$ cat src/verilog/adcts_regs.vh
// register map, field positions and reset values of the converter control
// assumes a 32-bit axi4-lite word bus, one register per aligned word
`ifndef ADCTS_REGS_VH
`define ADCTS_REGS_VH

`define ADCTS_RES_W 12

`define ADCTS_OFF_SCR 8'h00
`define ADCTS_OFF_ICS 8'h04
`define ADCTS_OFF_STS 8'h08
`define ADCTS_OFF_MSK 8'h0C
`define ADCTS_OFF_CTL 8'h10
`define ADCTS_OFF_LO 8'h14
`define ADCTS_OFF_HI 8'h18
`define ADCTS_OFF_RES 8'h1C

`define ADCTS_SCR_MASK 16'hF30F
`define ADCTS_SCR_RST 16'h0000
`define ADCTS_ICS_RST 16'h0000
`define ADCTS_LO_RST 12'h000
`define ADCTS_HI_RST 12'hFFF

`define ADCTS_SCAN_EN 15
`define ADCTS_LP_EN 14
`define ADCTS_CU_REQ 13
`define ADCTS_BG_REQ 12
`define ADCTS_IRQM_HI 9
`define ADCTS_IRQM_LO 8
`define ADCTS_WM_HI 3
`define ADCTS_WM_LO 2
`define ADCTS_CM_HI 1
`define ADCTS_CM_LO 0

`define ADCTS_WM_LEGACY 2'b00
`define ADCTS_WM_SAVE_MATCH 2'b01
`define ADCTS_WM_COMPARE 2'b10

`define ADCTS_CM_LT 2'b00
`define ADCTS_CM_GT 2'b01
`define ADCTS_CM_IN 2'b10
`define ADCTS_CM_OUT 2'b11

`define ADCTS_IRQM_NONE 2'b00
`define ADCTS_IRQM_SEQ 2'b01
`define ADCTS_IRQM_MATCH 2'b10
`define ADCTS_IRQM_BOTH 2'b11

`define ADCTS_EV_SCAN 0
`define ADCTS_EV_STORE 1
`define ADCTS_EV_BADCH 2

`define ADCTS_POS_AN9 5'h09
`define ADCTS_POS_AN12 5'h0C
`define ADCTS_POS_TEMP 5'h0D
`define ADCTS_POS_CHARGE 5'h0E
`define ADCTS_POS_REF_LO 5'h1B
`define ADCTS_NEG_REF 3'h0
`define ADCTS_NEG_AN1 3'h2

`define ADCTS_RESP_OKAY 2'b00
`define ADCTS_RESP_SLVERR 2'b10

`endif
$ cat src/verilog/adcts_chsel.v
// input select decoder: legality and buffer presence of a channel code
// assumes codes are the same for sample a and sample b fields
`timescale 1ns/100ps
`include "adcts_regs.vh"

module adcts_chsel (
    input wire [4:0] pos_sel,
    input wire [2:0] neg_sel,
    input wire small_package,
    output wire pos_ok,
    output wire neg_ok,
    output wire has_buffer,
    output wire temp_sel,
    output wire charge_sel
);

    wire ext_ok;
    wire ref_sel;

    // the three highest inputs are not bonded on the small package
    assign ext_ok = (pos_sel <= `ADCTS_POS_AN12) &&
        !(small_package && (pos_sel > `ADCTS_POS_AN9));
    assign temp_sel = pos_sel == `ADCTS_POS_TEMP;
    assign charge_sel = pos_sel == `ADCTS_POS_CHARGE;
    assign ref_sel = pos_sel >= `ADCTS_POS_REF_LO;
    assign pos_ok = ext_ok || temp_sel || charge_sel || ref_sel;
    // reference and supply channels own no result buffer
    assign has_buffer = pos_ok && !ref_sel;
    assign neg_ok = (neg_sel == `ADCTS_NEG_REF) ||
        (neg_sel == `ADCTS_NEG_AN1);

endmodule

$ cat src/verilog/adcts_cmp.v
// threshold comparator: decides whether one conversion is a valid match
// assumes lo/hi are the buffer pair; a single threshold uses lo only
`timescale 1ns/100ps
`include "adcts_regs.vh"

module adcts_cmp (
    input wire [1:0] compare_mode,
    input wire [`ADCTS_RES_W-1:0] result,
    input wire [`ADCTS_RES_W-1:0] thr_lo,
    input wire [`ADCTS_RES_W-1:0] thr_hi,
    output reg match
);

    // window bounds are inclusive on both ends
    always @* begin
        case (compare_mode)
            `ADCTS_CM_LT: match = result < thr_lo;
            `ADCTS_CM_GT: match = result > thr_lo;
            `ADCTS_CM_IN: begin
                match = (result >= thr_lo) && (result <= thr_hi);
            end
            `ADCTS_CM_OUT: begin
                match = (result < thr_lo) || (result > thr_hi);
            end
            default: match = 1'b0;
        endcase
    end

endmodule

$ cat src/verilog/adcts_ctrl.v
// converter scan, threshold compare and input select control, axi4-lite
// assumes the converter core gives one-cycle conv_done/scan pulses on aclk
//
// The AXI4-Lite register port and the address map are this design's own decisions.
`timescale 1ns/100ps
`include "adcts_regs.vh"

// Functional notes
// scan enable bit set runs automatic scanning, clear disables it.
// low-power bit set drops to low power after scan, else full power.
// charge unit request enables charge unit while converter is active.
// bandgap request powers bandgap reference while converter is active.
// irq mode: never, sequence done, valid compare, or both together.
// write mode 10 discards results but still raises match interrupts.
// write mode 01 stores a result only when it matches.
// write mode 00 stores every result; mode 11 is reserved.
// compare mode 11 matches outside the buffer-pair window.
// compare mode 10 matches inside the buffer-pair window.
// compare mode 01 matches when result exceeds the buffer value.
// compare mode 00 matches when result is below the buffer value.
// negative select 000 is reference/ground, 010 is input 1, others unused.
// positive select: inputs 0-12, charge unit 01110, refs 11011-11111.
// code 01101 selects temperature sensor without charge channel enable.
// sample a selects use the same codes as sample b selects.
// reference and supply channels have no result buffer.
// small package treats inputs 10, 11 and 12 as unimplemented.
// sample a selects by default, sample b only with alternate sampling.
module adcts_ctrl (
    input wire aclk,
    input wire aresetn,
    input wire [7:0] s_axi_awaddr,
    input wire s_axi_awvalid,
    output reg s_axi_awready,
    input wire [31:0] s_axi_wdata,
    input wire [3:0] s_axi_wstrb,
    input wire s_axi_wvalid,
    output reg s_axi_wready,
    output reg [1:0] s_axi_bresp,
    output reg s_axi_bvalid,
    input wire s_axi_bready,
    input wire [7:0] s_axi_araddr,
    input wire s_axi_arvalid,
    output reg s_axi_arready,
    output reg [31:0] s_axi_rdata,
    output reg [1:0] s_axi_rresp,
    output reg s_axi_rvalid,
    input wire s_axi_rready,
    input wire adc_active,
    input wire small_package,
    input wire scan_start,
    input wire scan_done,
    input wire conv_done,
    input wire [`ADCTS_RES_W-1:0] conv_result,
    output reg scan_enable,
    output reg low_power,
    output reg charge_unit_enable,
    output reg bandgap_enable,
    output reg [4:0] pos_select,
    output reg [2:0] neg_select,
    output reg temp_sensor_select,
    output reg sample_b_active,
    output reg result_write,
    output reg [`ADCTS_RES_W-1:0] result_data,
    output reg irq
);

    reg boot_reg;
    reg aw_full_reg;
    reg w_full_reg;
    reg [7:0] waddr_reg;
    reg [31:0] wdata_reg;
    reg [3:0] wstrb_reg;
    reg [15:0] scr_reg;
    reg [15:0] ics_reg;
    reg [2:0] sts_reg;
    reg [2:0] msk_reg;
    reg alt_reg;
    reg [`ADCTS_RES_W-1:0] lo_reg;
    reg [`ADCTS_RES_W-1:0] hi_reg;
    reg [`ADCTS_RES_W-1:0] res_reg;
    reg match_seen_reg;
    reg [2:0] sts_next;
    reg [2:0] ev_set;
    reg [2:0] w1c;
    reg [31:0] rd_mux;
    reg rd_ok;
    reg wr_ok;
    reg scan_irq;
    reg store;

    wire aw_hs;
    wire w_hs;
    wire ar_hs;
    wire do_write;
    wire [15:0] wr16;
    wire [15:0] wmask;
    wire [1:0] irq_mode;
    wire [1:0] wmode;
    wire use_b;
    wire [4:0] pos_cur;
    wire [2:0] neg_cur;
    wire pos_ok;
    wire neg_ok;
    wire has_buffer;
    wire temp_sel;
    wire match;
    wire match_ev;

    assign aw_hs = s_axi_awvalid && s_axi_awready;
    assign w_hs = s_axi_wvalid && s_axi_wready;
    assign ar_hs = s_axi_arvalid && s_axi_arready;
    assign do_write = aw_full_reg && w_full_reg && !s_axi_bvalid;
    assign wmask = {{8{wstrb_reg[1]}}, {8{wstrb_reg[0]}}};
    assign wr16 = wdata_reg[15:0];
    assign irq_mode = scr_reg[`ADCTS_IRQM_HI:`ADCTS_IRQM_LO];
    assign wmode = scr_reg[`ADCTS_WM_HI:`ADCTS_WM_LO];

    // alternate sampling swaps to sample b on every other conversion
    assign use_b = alt_reg && sample_b_active;
    assign pos_cur = use_b ? ics_reg[12:8] : ics_reg[4:0];
    assign neg_cur = use_b ? ics_reg[15:13] : ics_reg[7:5];

    adcts_chsel u_chsel (
        .pos_sel(pos_select),
        .neg_sel(neg_select),
        .small_package(small_package),
        .pos_ok(pos_ok),
        .neg_ok(neg_ok),
        .has_buffer(has_buffer),
        .temp_sel(temp_sel),
        .charge_sel()
    );

    adcts_cmp u_cmp (
        .compare_mode(scr_reg[`ADCTS_CM_HI:`ADCTS_CM_LO]),
        .result(conv_result),
        .thr_lo(lo_reg),
        .thr_hi(hi_reg),
        .match(match)
    );

    assign match_ev = conv_done && match;

    // register read mux, unmapped words answer slverr with zero data
    always @* begin
        rd_mux = 32'h0000_0000;
        rd_ok = 1'b1;
        case (s_axi_araddr)
            `ADCTS_OFF_SCR: rd_mux[15:0] = scr_reg;
            `ADCTS_OFF_ICS: rd_mux[15:0] = ics_reg;
            `ADCTS_OFF_STS: rd_mux[2:0] = sts_reg;
            `ADCTS_OFF_MSK: rd_mux[2:0] = msk_reg;
            `ADCTS_OFF_CTL: rd_mux[0] = alt_reg;
            `ADCTS_OFF_LO: rd_mux[`ADCTS_RES_W-1:0] = lo_reg;
            `ADCTS_OFF_HI: rd_mux[`ADCTS_RES_W-1:0] = hi_reg;
            `ADCTS_OFF_RES: rd_mux[`ADCTS_RES_W-1:0] = res_reg;
            default: rd_ok = 1'b0;
        endcase
    end

    always @* begin
        case (waddr_reg)
            `ADCTS_OFF_SCR: wr_ok = 1'b1;
            `ADCTS_OFF_ICS: wr_ok = 1'b1;
            `ADCTS_OFF_STS: wr_ok = 1'b1;
            `ADCTS_OFF_MSK: wr_ok = 1'b1;
            `ADCTS_OFF_CTL: wr_ok = 1'b1;
            `ADCTS_OFF_LO: wr_ok = 1'b1;
            `ADCTS_OFF_HI: wr_ok = 1'b1;
            `ADCTS_OFF_RES: wr_ok = 1'b0;
            default: wr_ok = 1'b0;
        endcase
    end

    // storing decision per write mode; reserved mode 11 stores nothing
    always @* begin
        case (wmode)
            `ADCTS_WM_LEGACY: store = conv_done;
            `ADCTS_WM_SAVE_MATCH: store = match_ev;
            `ADCTS_WM_COMPARE: store = 1'b0;
            default: store = 1'b0;
        endcase
        // no buffer exists for reference and supply channels
        store = store && has_buffer;
    end

    // interrupt condition per irq mode, independent of write mode
    always @* begin
        case (irq_mode)
            `ADCTS_IRQM_NONE: scan_irq = 1'b0;
            `ADCTS_IRQM_SEQ: scan_irq = scan_done;
            `ADCTS_IRQM_MATCH: scan_irq = match_ev;
            `ADCTS_IRQM_BOTH: begin
                scan_irq = scan_done && (match_seen_reg || match_ev);
            end
            default: scan_irq = 1'b0;
        endcase
    end

    // event bits: a set in the same cycle as a write-one-clear wins
    always @* begin
        ev_set = 3'b000;
        ev_set[`ADCTS_EV_SCAN] = scan_irq;
        ev_set[`ADCTS_EV_STORE] = store;
        ev_set[`ADCTS_EV_BADCH] = conv_done && !(pos_ok && neg_ok);
        w1c = 3'b000;
        if (do_write && waddr_reg == `ADCTS_OFF_STS && wstrb_reg[0]) begin
            w1c = wdata_reg[2:0];
        end
        sts_next = (sts_reg & ~w1c) | ev_set;
    end

    // axi4-lite write channel, address and data accepted in any order
    always @(posedge aclk) begin
        if (!aresetn) begin
            boot_reg <= 1'b0;
            s_axi_awready <= 1'b0;
            s_axi_wready <= 1'b0;
            s_axi_bvalid <= 1'b0;
            s_axi_bresp <= `ADCTS_RESP_OKAY;
            aw_full_reg <= 1'b0;
            w_full_reg <= 1'b0;
            waddr_reg <= 8'h00;
            wdata_reg <= 32'h0000_0000;
            wstrb_reg <= 4'h0;
        end else begin
            boot_reg <= 1'b1;
            if (!boot_reg) begin
                s_axi_awready <= 1'b1;
                s_axi_wready <= 1'b1;
            end
            if (aw_hs) begin
                s_axi_awready <= 1'b0;
                aw_full_reg <= 1'b1;
                waddr_reg <= s_axi_awaddr;
            end
            if (w_hs) begin
                s_axi_wready <= 1'b0;
                w_full_reg <= 1'b1;
                wdata_reg <= s_axi_wdata;
                wstrb_reg <= s_axi_wstrb;
            end
            if (do_write) begin
                aw_full_reg <= 1'b0;
                w_full_reg <= 1'b0;
                s_axi_bvalid <= 1'b1;
                s_axi_bresp <= wr_ok ? `ADCTS_RESP_OKAY : `ADCTS_RESP_SLVERR;
            end
            if (s_axi_bvalid && s_axi_bready) begin
                s_axi_bvalid <= 1'b0;
                s_axi_awready <= 1'b1;
                s_axi_wready <= 1'b1;
            end
        end
    end

    // read channel: data is captured on the address handshake edge
    always @(posedge aclk) begin
        if (!aresetn) begin
            s_axi_arready <= 1'b0;
            s_axi_rvalid <= 1'b0;
            s_axi_rdata <= 32'h0000_0000;
            s_axi_rresp <= `ADCTS_RESP_OKAY;
        end else begin
            if (!boot_reg) begin
                s_axi_arready <= 1'b1;
            end
            if (ar_hs) begin
                s_axi_arready <= 1'b0;
                s_axi_rvalid <= 1'b1;
                s_axi_rdata <= rd_mux;
                s_axi_rresp <= rd_ok ? `ADCTS_RESP_OKAY : `ADCTS_RESP_SLVERR;
            end
            if (s_axi_rvalid && s_axi_rready) begin
                s_axi_rvalid <= 1'b0;
                s_axi_arready <= 1'b1;
            end
        end
    end

    // software registers; unimplemented control bits are held at zero
    always @(posedge aclk) begin
        if (!aresetn) begin
            scr_reg <= `ADCTS_SCR_RST;
            ics_reg <= `ADCTS_ICS_RST;
            msk_reg <= 3'b000;
            alt_reg <= 1'b0;
            lo_reg <= `ADCTS_LO_RST;
            hi_reg <= `ADCTS_HI_RST;
        end else if (do_write) begin
            case (waddr_reg)
                `ADCTS_OFF_SCR: begin
                    scr_reg <= ((scr_reg & ~wmask) | (wr16 & wmask)) &
                        `ADCTS_SCR_MASK;
                end
                `ADCTS_OFF_ICS: begin
                    ics_reg <= (ics_reg & ~wmask) | (wr16 & wmask);
                end
                `ADCTS_OFF_MSK: begin
                    if (wstrb_reg[0]) begin
                        msk_reg <= wdata_reg[2:0];
                    end
                end
                `ADCTS_OFF_CTL: begin
                    if (wstrb_reg[0]) begin
                        alt_reg <= wdata_reg[0];
                    end
                end
                `ADCTS_OFF_LO: begin
                    lo_reg <= (lo_reg & ~wmask[`ADCTS_RES_W-1:0]) |
                        (wdata_reg[`ADCTS_RES_W-1:0] &
                        wmask[`ADCTS_RES_W-1:0]);
                end
                `ADCTS_OFF_HI: begin
                    hi_reg <= (hi_reg & ~wmask[`ADCTS_RES_W-1:0]) |
                        (wdata_reg[`ADCTS_RES_W-1:0] &
                        wmask[`ADCTS_RES_W-1:0]);
                end
                default: begin
                end
            endcase
        end
    end

    // converter-facing state, events and interrupt output
    always @(posedge aclk) begin
        if (!aresetn) begin
            sts_reg <= 3'b000;
            irq <= 1'b0;
            res_reg <= {`ADCTS_RES_W{1'b0}};
            match_seen_reg <= 1'b0;
            scan_enable <= 1'b0;
            low_power <= 1'b0;
            charge_unit_enable <= 1'b0;
            bandgap_enable <= 1'b0;
            pos_select <= 5'h00;
            neg_select <= 3'h0;
            temp_sensor_select <= 1'b0;
            sample_b_active <= 1'b0;
            result_write <= 1'b0;
            result_data <= {`ADCTS_RES_W{1'b0}};
        end else begin
            sts_reg <= sts_next;
            irq <= |(sts_next & msk_reg);
            scan_enable <= scr_reg[`ADCTS_SCAN_EN];
            charge_unit_enable <= scr_reg[`ADCTS_CU_REQ] && adc_active;
            bandgap_enable <= scr_reg[`ADCTS_BG_REQ] && adc_active;
            pos_select <= pos_cur;
            neg_select <= neg_cur;
            // temperature path needs no per-channel charge enable
            temp_sensor_select <= temp_sel;
            // low power only entered when enabled, left at next scan start
            if (scan_start || !scr_reg[`ADCTS_LP_EN]) begin
                low_power <= 1'b0;
            end else if (scan_done) begin
                low_power <= 1'b1;
            end
            if (scan_done || scan_start) begin
                match_seen_reg <= 1'b0;
            end else if (match_ev) begin
                match_seen_reg <= 1'b1;
            end
            if (!alt_reg) begin
                sample_b_active <= 1'b0;
            end else if (conv_done) begin
                sample_b_active <= !sample_b_active;
            end
            result_write <= store;
            if (store) begin
                res_reg <= conv_result;
                result_data <= conv_result;
            end
        end
    end

endmodule

$ cat config.mk
export PLATFORM = sky130hd
export DESIGN_NAME = adcts_ctrl
export DESIGN_NICKNAME = d
export VERILOG_FILES = /design/src/verilog/adcts_chsel.v /design/src/verilog/adcts_cmp.v /design/src/verilog/adcts_ctrl.v
export VERILOG_INCLUDE_DIRS = /design/src /design/src/verilog
export SDC_FILE = /design/constraint.sdc
export NUM_CORES = 1
export LEC_CHECK = 0
export ABC_AREA = 1
export BUFFER_PORTS_ARGS = -buffer_cell sky130_fd_sc_hd__buf_2
export CORE_ASPECT_RATIO = 0.8
export CORE_MARGIN = 3
export CORE_UTILIZATION = 49
export CTS_CLUSTER_SIZE = 24
export DETAILED_ROUTE_END_ITERATION = 16
export PLACE_DENSITY = 0.87
export SLEW_MARGIN = 20
export SYNTH_ARGS = -nofsm -noshare
export SYNTH_HDL_FRONTEND = slang
export SYNTH_SLANG_ARGS = --single-unit
$ cat constraint.sdc
create_clock -name aclk -period 1.9 [get_ports aclk]
set_input_delay 0.095 -clock aclk [delete_from_list [all_inputs] [get_ports aclk]]
set_output_delay 0.095 -clock aclk [all_outputs]
set_load 0.02 [all_outputs]
* After elaboration in Yosys (flattened, before gate mapping)
Memory sizes are Yosys's and may differ from the RTL's. A register that Yosys moved wholly into a read port is not among the register bits.
Cells that the tools add are included.
** Storage, ports and cells
- Register bits :: 140
- Memory bits (read-only) :: 32
- Input port bits :: 76
- Output and inout port bits :: 69
- Word-level logic and storage cells :: 165
- Memories :: 1
** Operators by class
- Order comparisons :: 8
- Equal/unequal tests :: 26
- Mux-type cells :: 24
- Bitwise operators :: 17
- Reduce and logical (&&, ||, !) cells :: 56
** Memories
- (name not given) :: depth 32, width 1, rd ports 1, clocked after Yosys merged registers in 1, wr ports 0, RTL line adcts_ctrl.v:162 : case (waddr_reg)
** Operators with widths (number)
- equality test 8 x 5 -> 1 bit (second input constant) :: 7
- bitwise AND 16 bit :: 3
- case mux 9 bit (5 select lines) :: 1
- bitwise AND 12 bit :: 3
- equality test 8 x 4 -> 1 bit (second input constant) :: 4
- bitwise OR 16 bit :: 2
- > comparator 12 bit :: 2
- bitwise OR 12 bit :: 2
- logical AND 1 bit :: 21
- equality test 8 x 3 -> 1 bit (second input constant) :: 2
- logical NOT 8 bit :: 2
- NOT 16 bit :: 1
- two-way mux 5 bit :: 3
- case mux 2 bit (7 select lines) :: 1
- >= comparator 12 bit :: 1
- <= comparator 12 bit :: 1
- less-than comparator 12 bit :: 1
- NOT 12 bit :: 1
- equality test 5 x 4 -> 1 bit (second input constant) :: 2
- two-way mux 1 bit :: 10
- AND reduction 2 bit :: 5
- OR reduction 2 bit :: 5
- != test 3 x 1 -> 1 bit (second input constant) :: 3
- equality test 2 bit (second input constant) :: 4
- other kinds (22) :: 44

* Longest topological paths before layout
- Depth after elaboration :: 13
- Mapped depth :: 19
- Depth with buffers taken out :: 19

* By module
Synthesis repeated with hierarchy kept, for this count alone.
** Unflattened totals
- Cell total of the unflattened synthesis :: 887
- Area total of the unflattened synthesis :: 6627.6 um^2
** Modules (own cells, without submodules)
- adcts_ctrl :: instances 1, cells an instance 736, area each 5745.5 um^2, seq. area each 2782.7 um^2
- adcts_cmp :: instances 1, cells an instance 127, area each 777.0 um^2, seq. area each 0.0 um^2
- adcts_chsel :: instances 1, cells an instance 24, area each 105.1 um^2, seq. area each 0.0 um^2

* Worst setup path before layout
No wires, ideal clock.
- Kind :: flip-flop to flip-flop
- Start :: reg (tool-made name)
- End :: reg res_reg[1]
- Data arrival time :: 1.708 ns
- Required time :: 1.784 ns
- Slack :: 0.076 ns
- Cell stages (with the launch flop) :: 19
- Path through :: dfxtp_1 > inv_1 > ha_1 > nand2_1 > inv_1 > nand2_1 > nor2_1 > nand2_1 > nand3_1 > nand2_1 > nand2_1 > nand2_1 > nand3_2 > nand2_1 > nand2_1 > nand2_2 > buf_6 > o21ai_0 > nor2_1
** RTL lines
- end signal, assigned :: RTL line adcts_ctrl.v:330 : res_reg <= {`ADCTS_RES_W{1'b0}};
- end signal, assigned :: RTL line adcts_ctrl.v:370 : res_reg <= conv_result;
- end, declared :: RTL line adcts_ctrl.v:80 : reg [`ADCTS_RES_W-1:0] res_reg;

==> impl_metrics.env <==
export IMPL_grt_use_total=0.2575
export IMPL_clock_skew_ps=7.190
export IMPL_route_met2_wl_um=8453
export IMPL_drtIter0Drc=707
export IMPL_synth_cell_types=40
export IMPL_register_area_um2=2805
export IMPL_initial_core_util=0.5069
export IMPL_cts_buffers=17
export IMPL_grt_max_degree=115
export IMPL_grt_pass1_wl_um=28960
export IMPL_syn_area_um2=6233
export IMPL_die_h_um=106.9
export IMPL_rows=36
export IMPL_reg2regPathDepth=16
export IMPL_diodes=0
export IMPL_synthArstFlopShare=0
export IMPL_route_detailed_drc=0
export IMPL_htreeDepth=4
export IMPL_holdCritStartpoint="s_axi_wstrb[1]"
export IMPL_min_period_ps=2254
export IMPL_insertion_delay_ps=420
export IMPL_synthToLayoutAreaGrowth_pct=35.01
export IMPL_gr_total_overflow=0
export IMPL_clock_path_buffers=2
export IMPL_drive_above_1_share=0.2794
export IMPL_synth_edff_count=0
export IMPL_syn_avg_cell_area_um2=7.648
export IMPL_ys_warnings_count=0
export IMPL_top_layer="met4"
export IMPL_ant_nets=0
export IMPL_ir_worst_vdd_v=0.0006409
export IMPL_cp_start_kind="register"
export IMPL_relSlewSlack=0.6343
export IMPL_routed_wl_met3_um=1666
export IMPL_cts_tree="done"
export IMPL_yosys_top_cells_area="dfxtp_1, o21ai_0, a21oi_1"
export IMPL_yosysTopAreaCell="dfxtp_1"
export IMPL_cts_root_buf="clkbuf_16"
export IMPL_powerDensity_nw_per_um2=851.5
export IMPL_die_w_um=132.1
export IMPL_grt_antenna_before_repair=0
export IMPL_syn_inst=815
export IMPL_yosysMostFrequentCell="dfxtp_1"
export IMPL_firstDrtPassIters=5
export IMPL_die_area_um2=14120
export IMPL_end_kind="register"
export IMPL_synth_top_cell_area_share=0.4464
export IMPL_setup_violations=17
export IMPL_hold_end="wstrb_reg[1]$_SDFFE_PN0P_"
export IMPL_criticalPathCategory="reg -> reg"
export IMPL_fin_nets=1089
export IMPL_core_area_um2=12300
export IMPL_ys_seq_elements=139
export IMPL_violations="setup timing"
export IMPL_r2r_slack_ps=-350
export IMPL_hp_class="in -> reg"
export IMPL_netlist_top_cells_count="dfxtp_1, inv_1, nand2_1"
export IMPL_p_leak_nw=3.808
export IMPL_wl_met1_um=8006
export IMPL_clk_pin_slew_worst_paths_ps=60
export IMPL_grt_pass1_vias=5842
export IMPL_gp_congestion=0.9458
export IMPL_rr_endpoint="res_reg[2]$_SDFFE_PN0P_"
export IMPL_slew_violations=0
export IMPL_setup_ws_ps=-353.7
export IMPL_min_path_cells=3
export IMPL_timing_hold_ws_ps=35.13
export IMPL_cap_violations=0
export IMPL_finalHoldViolations=0
export IMPL_outcome="finished with violations"
export IMPL_tightestPinTransition_ps=548.0
export IMPL_viasPerCell=5.342
export IMPL_wl_per_cell_um=15.88
export IMPL_wirelength_um=18630
export IMPL_grt_setup_unrepaired="yes"
export IMPL_crit_fanout=6
export IMPL_ys_flop_type="dfxtp_1"
export IMPL_finalCritPeriodShare=1.186
export IMPL_nFillCells=928
export IMPL_hpwl_um=12660
export IMPL_clock_sinks=139
export IMPL_ys_seq_area_frac=0.4464
export IMPL_io_buffers=108
export IMPL_crit_required_ps=2190
export IMPL_ios=145
export IMPL_vias=6266
export IMPL_fmax_mhz=443.7
export IMPL_worst_ep_arrival_time_ps=2540
export IMPL_multi_input_area_um2=3079
export IMPL_fin_util=0.6844
==> kinds of logic (layout without fill, tap and decap cells) <==
family,Yosys count,count (layout),share of synthesized area
flops,139,139,0.4464
simple gates,205,205,0.1489
other cells,1,18,0.0006016
xor+xnor,1,1,0.001405
compound gates,271,271,0.2357
buf+inv,174,344,0.1188
fa+ha+maj,24,24,0.04817
==> cell usage in the layout (no fill, tap or decap), types with 11 or more instances in the layout <==
master         count
clkbuf_16         17
nand2_1          102
nor3_1            12
buf_2            108
inv_2             17
o211ai_1          12
a21oi_1           97
conb_1            18
dfxtp_2           18
buf_4             42
dfxtp_1          121
inv_1            107
o22ai_1           11
dlygate4sd3_1     31
o21ai_0          108
ha_4              14
nor2_1            38
==> worst max path at each step <==
| stage | cells past startpoint | end | startpoint |
|---|---|---|---|
| 2_1_floorplan | 18 | res_reg[1]$_SDFFE_PN0P_ | register |
| 3_3_place_gp | 17 | irq$_SDFF_PN0_ | register |
| 3_5_place_dp | 17 | irq$_SDFF_PN0_ | register |
| 4_1_cts | 17 | irq$_SDFF_PN0_ | register |
| 5_1_grt | 16 | res_reg[0]$_SDFFE_PN0P_ | register |
| 6_report | 16 | res_reg[2]$_SDFFE_PN0P_ | register |
==> layer usage <==
| metal | up-vias | GRT usage |
|---|---|---|
| met5 | - | 0 |
| met4 | 0 | 0.1102 |
| met3 | 32 | 0.07036 |
| met2 | 336 | 0.4015 |
| met1 | 2847 | 0.3379 |
| li1 | 3051 | - |
==> cell type report <==
class                   instances  area share
clock buffers                  18     0.05100
clock inverters                14     0.02200
inverters                     127     0.05739
multi-input cells             519      0.3659
flip-flops and latches        139      0.3333
well taps                     171     0.02542
repair buffers                185      0.1450
==> stage by stage <==
step | instances | total power [W] | TNS (ps) | cell area, um2 | worst slack (ps)
4_1_cts | 1173 | 0.007147 | -2140 | 8262 | -171.9
3_3_place_gp | 1108 | 0.003654 | -2461 | 7131 | -224.3
3_5_place_dp | 1108 | 0.003668 | -3928 | 7131 | -292.9
5_1_grt | 1173 | 0.007409 | -6619 | 8416 | -498.6
6_report | 1173 | 0.007166 | -4402 | 8416 | -353.7
2_1_floorplan | 832 | 0.003476 | 0 | 6297 | 76.36
==> power by group <==
group / switching (W) / internal, W
clock network: 0.00134 / 0.00210
logic: 0.000437 / 0.000254
registers: 0.0000407 / 0.00300
==> critical path, cell delays in order (launching register included) <==
cell and delay (ps):
dfxtp_2 330, inv_2 50, ha_4 230, nand2_1 130
inv_1 60, nand2_1 60, nand2_1 90, nand2_1 130
nand3_2 120, a21oi_2 150, nand3_2 110, nand2_2 100
nand2_2 60, nand2_4 130, clkinvlp_4 170, nor2_1 150
nor2_1 70
==> repair_timing <==
item | in CTS | in global routing
hold buffers | 31 | 0
pin swaps | 26 | 23
setup buffers | 2 | 1
endpoints found under the hold margin | 35 | 0
endpoints found under the setup margin | 17 | 23
resized for setup | 49 | 39
(Power assumes the default switching activity.)
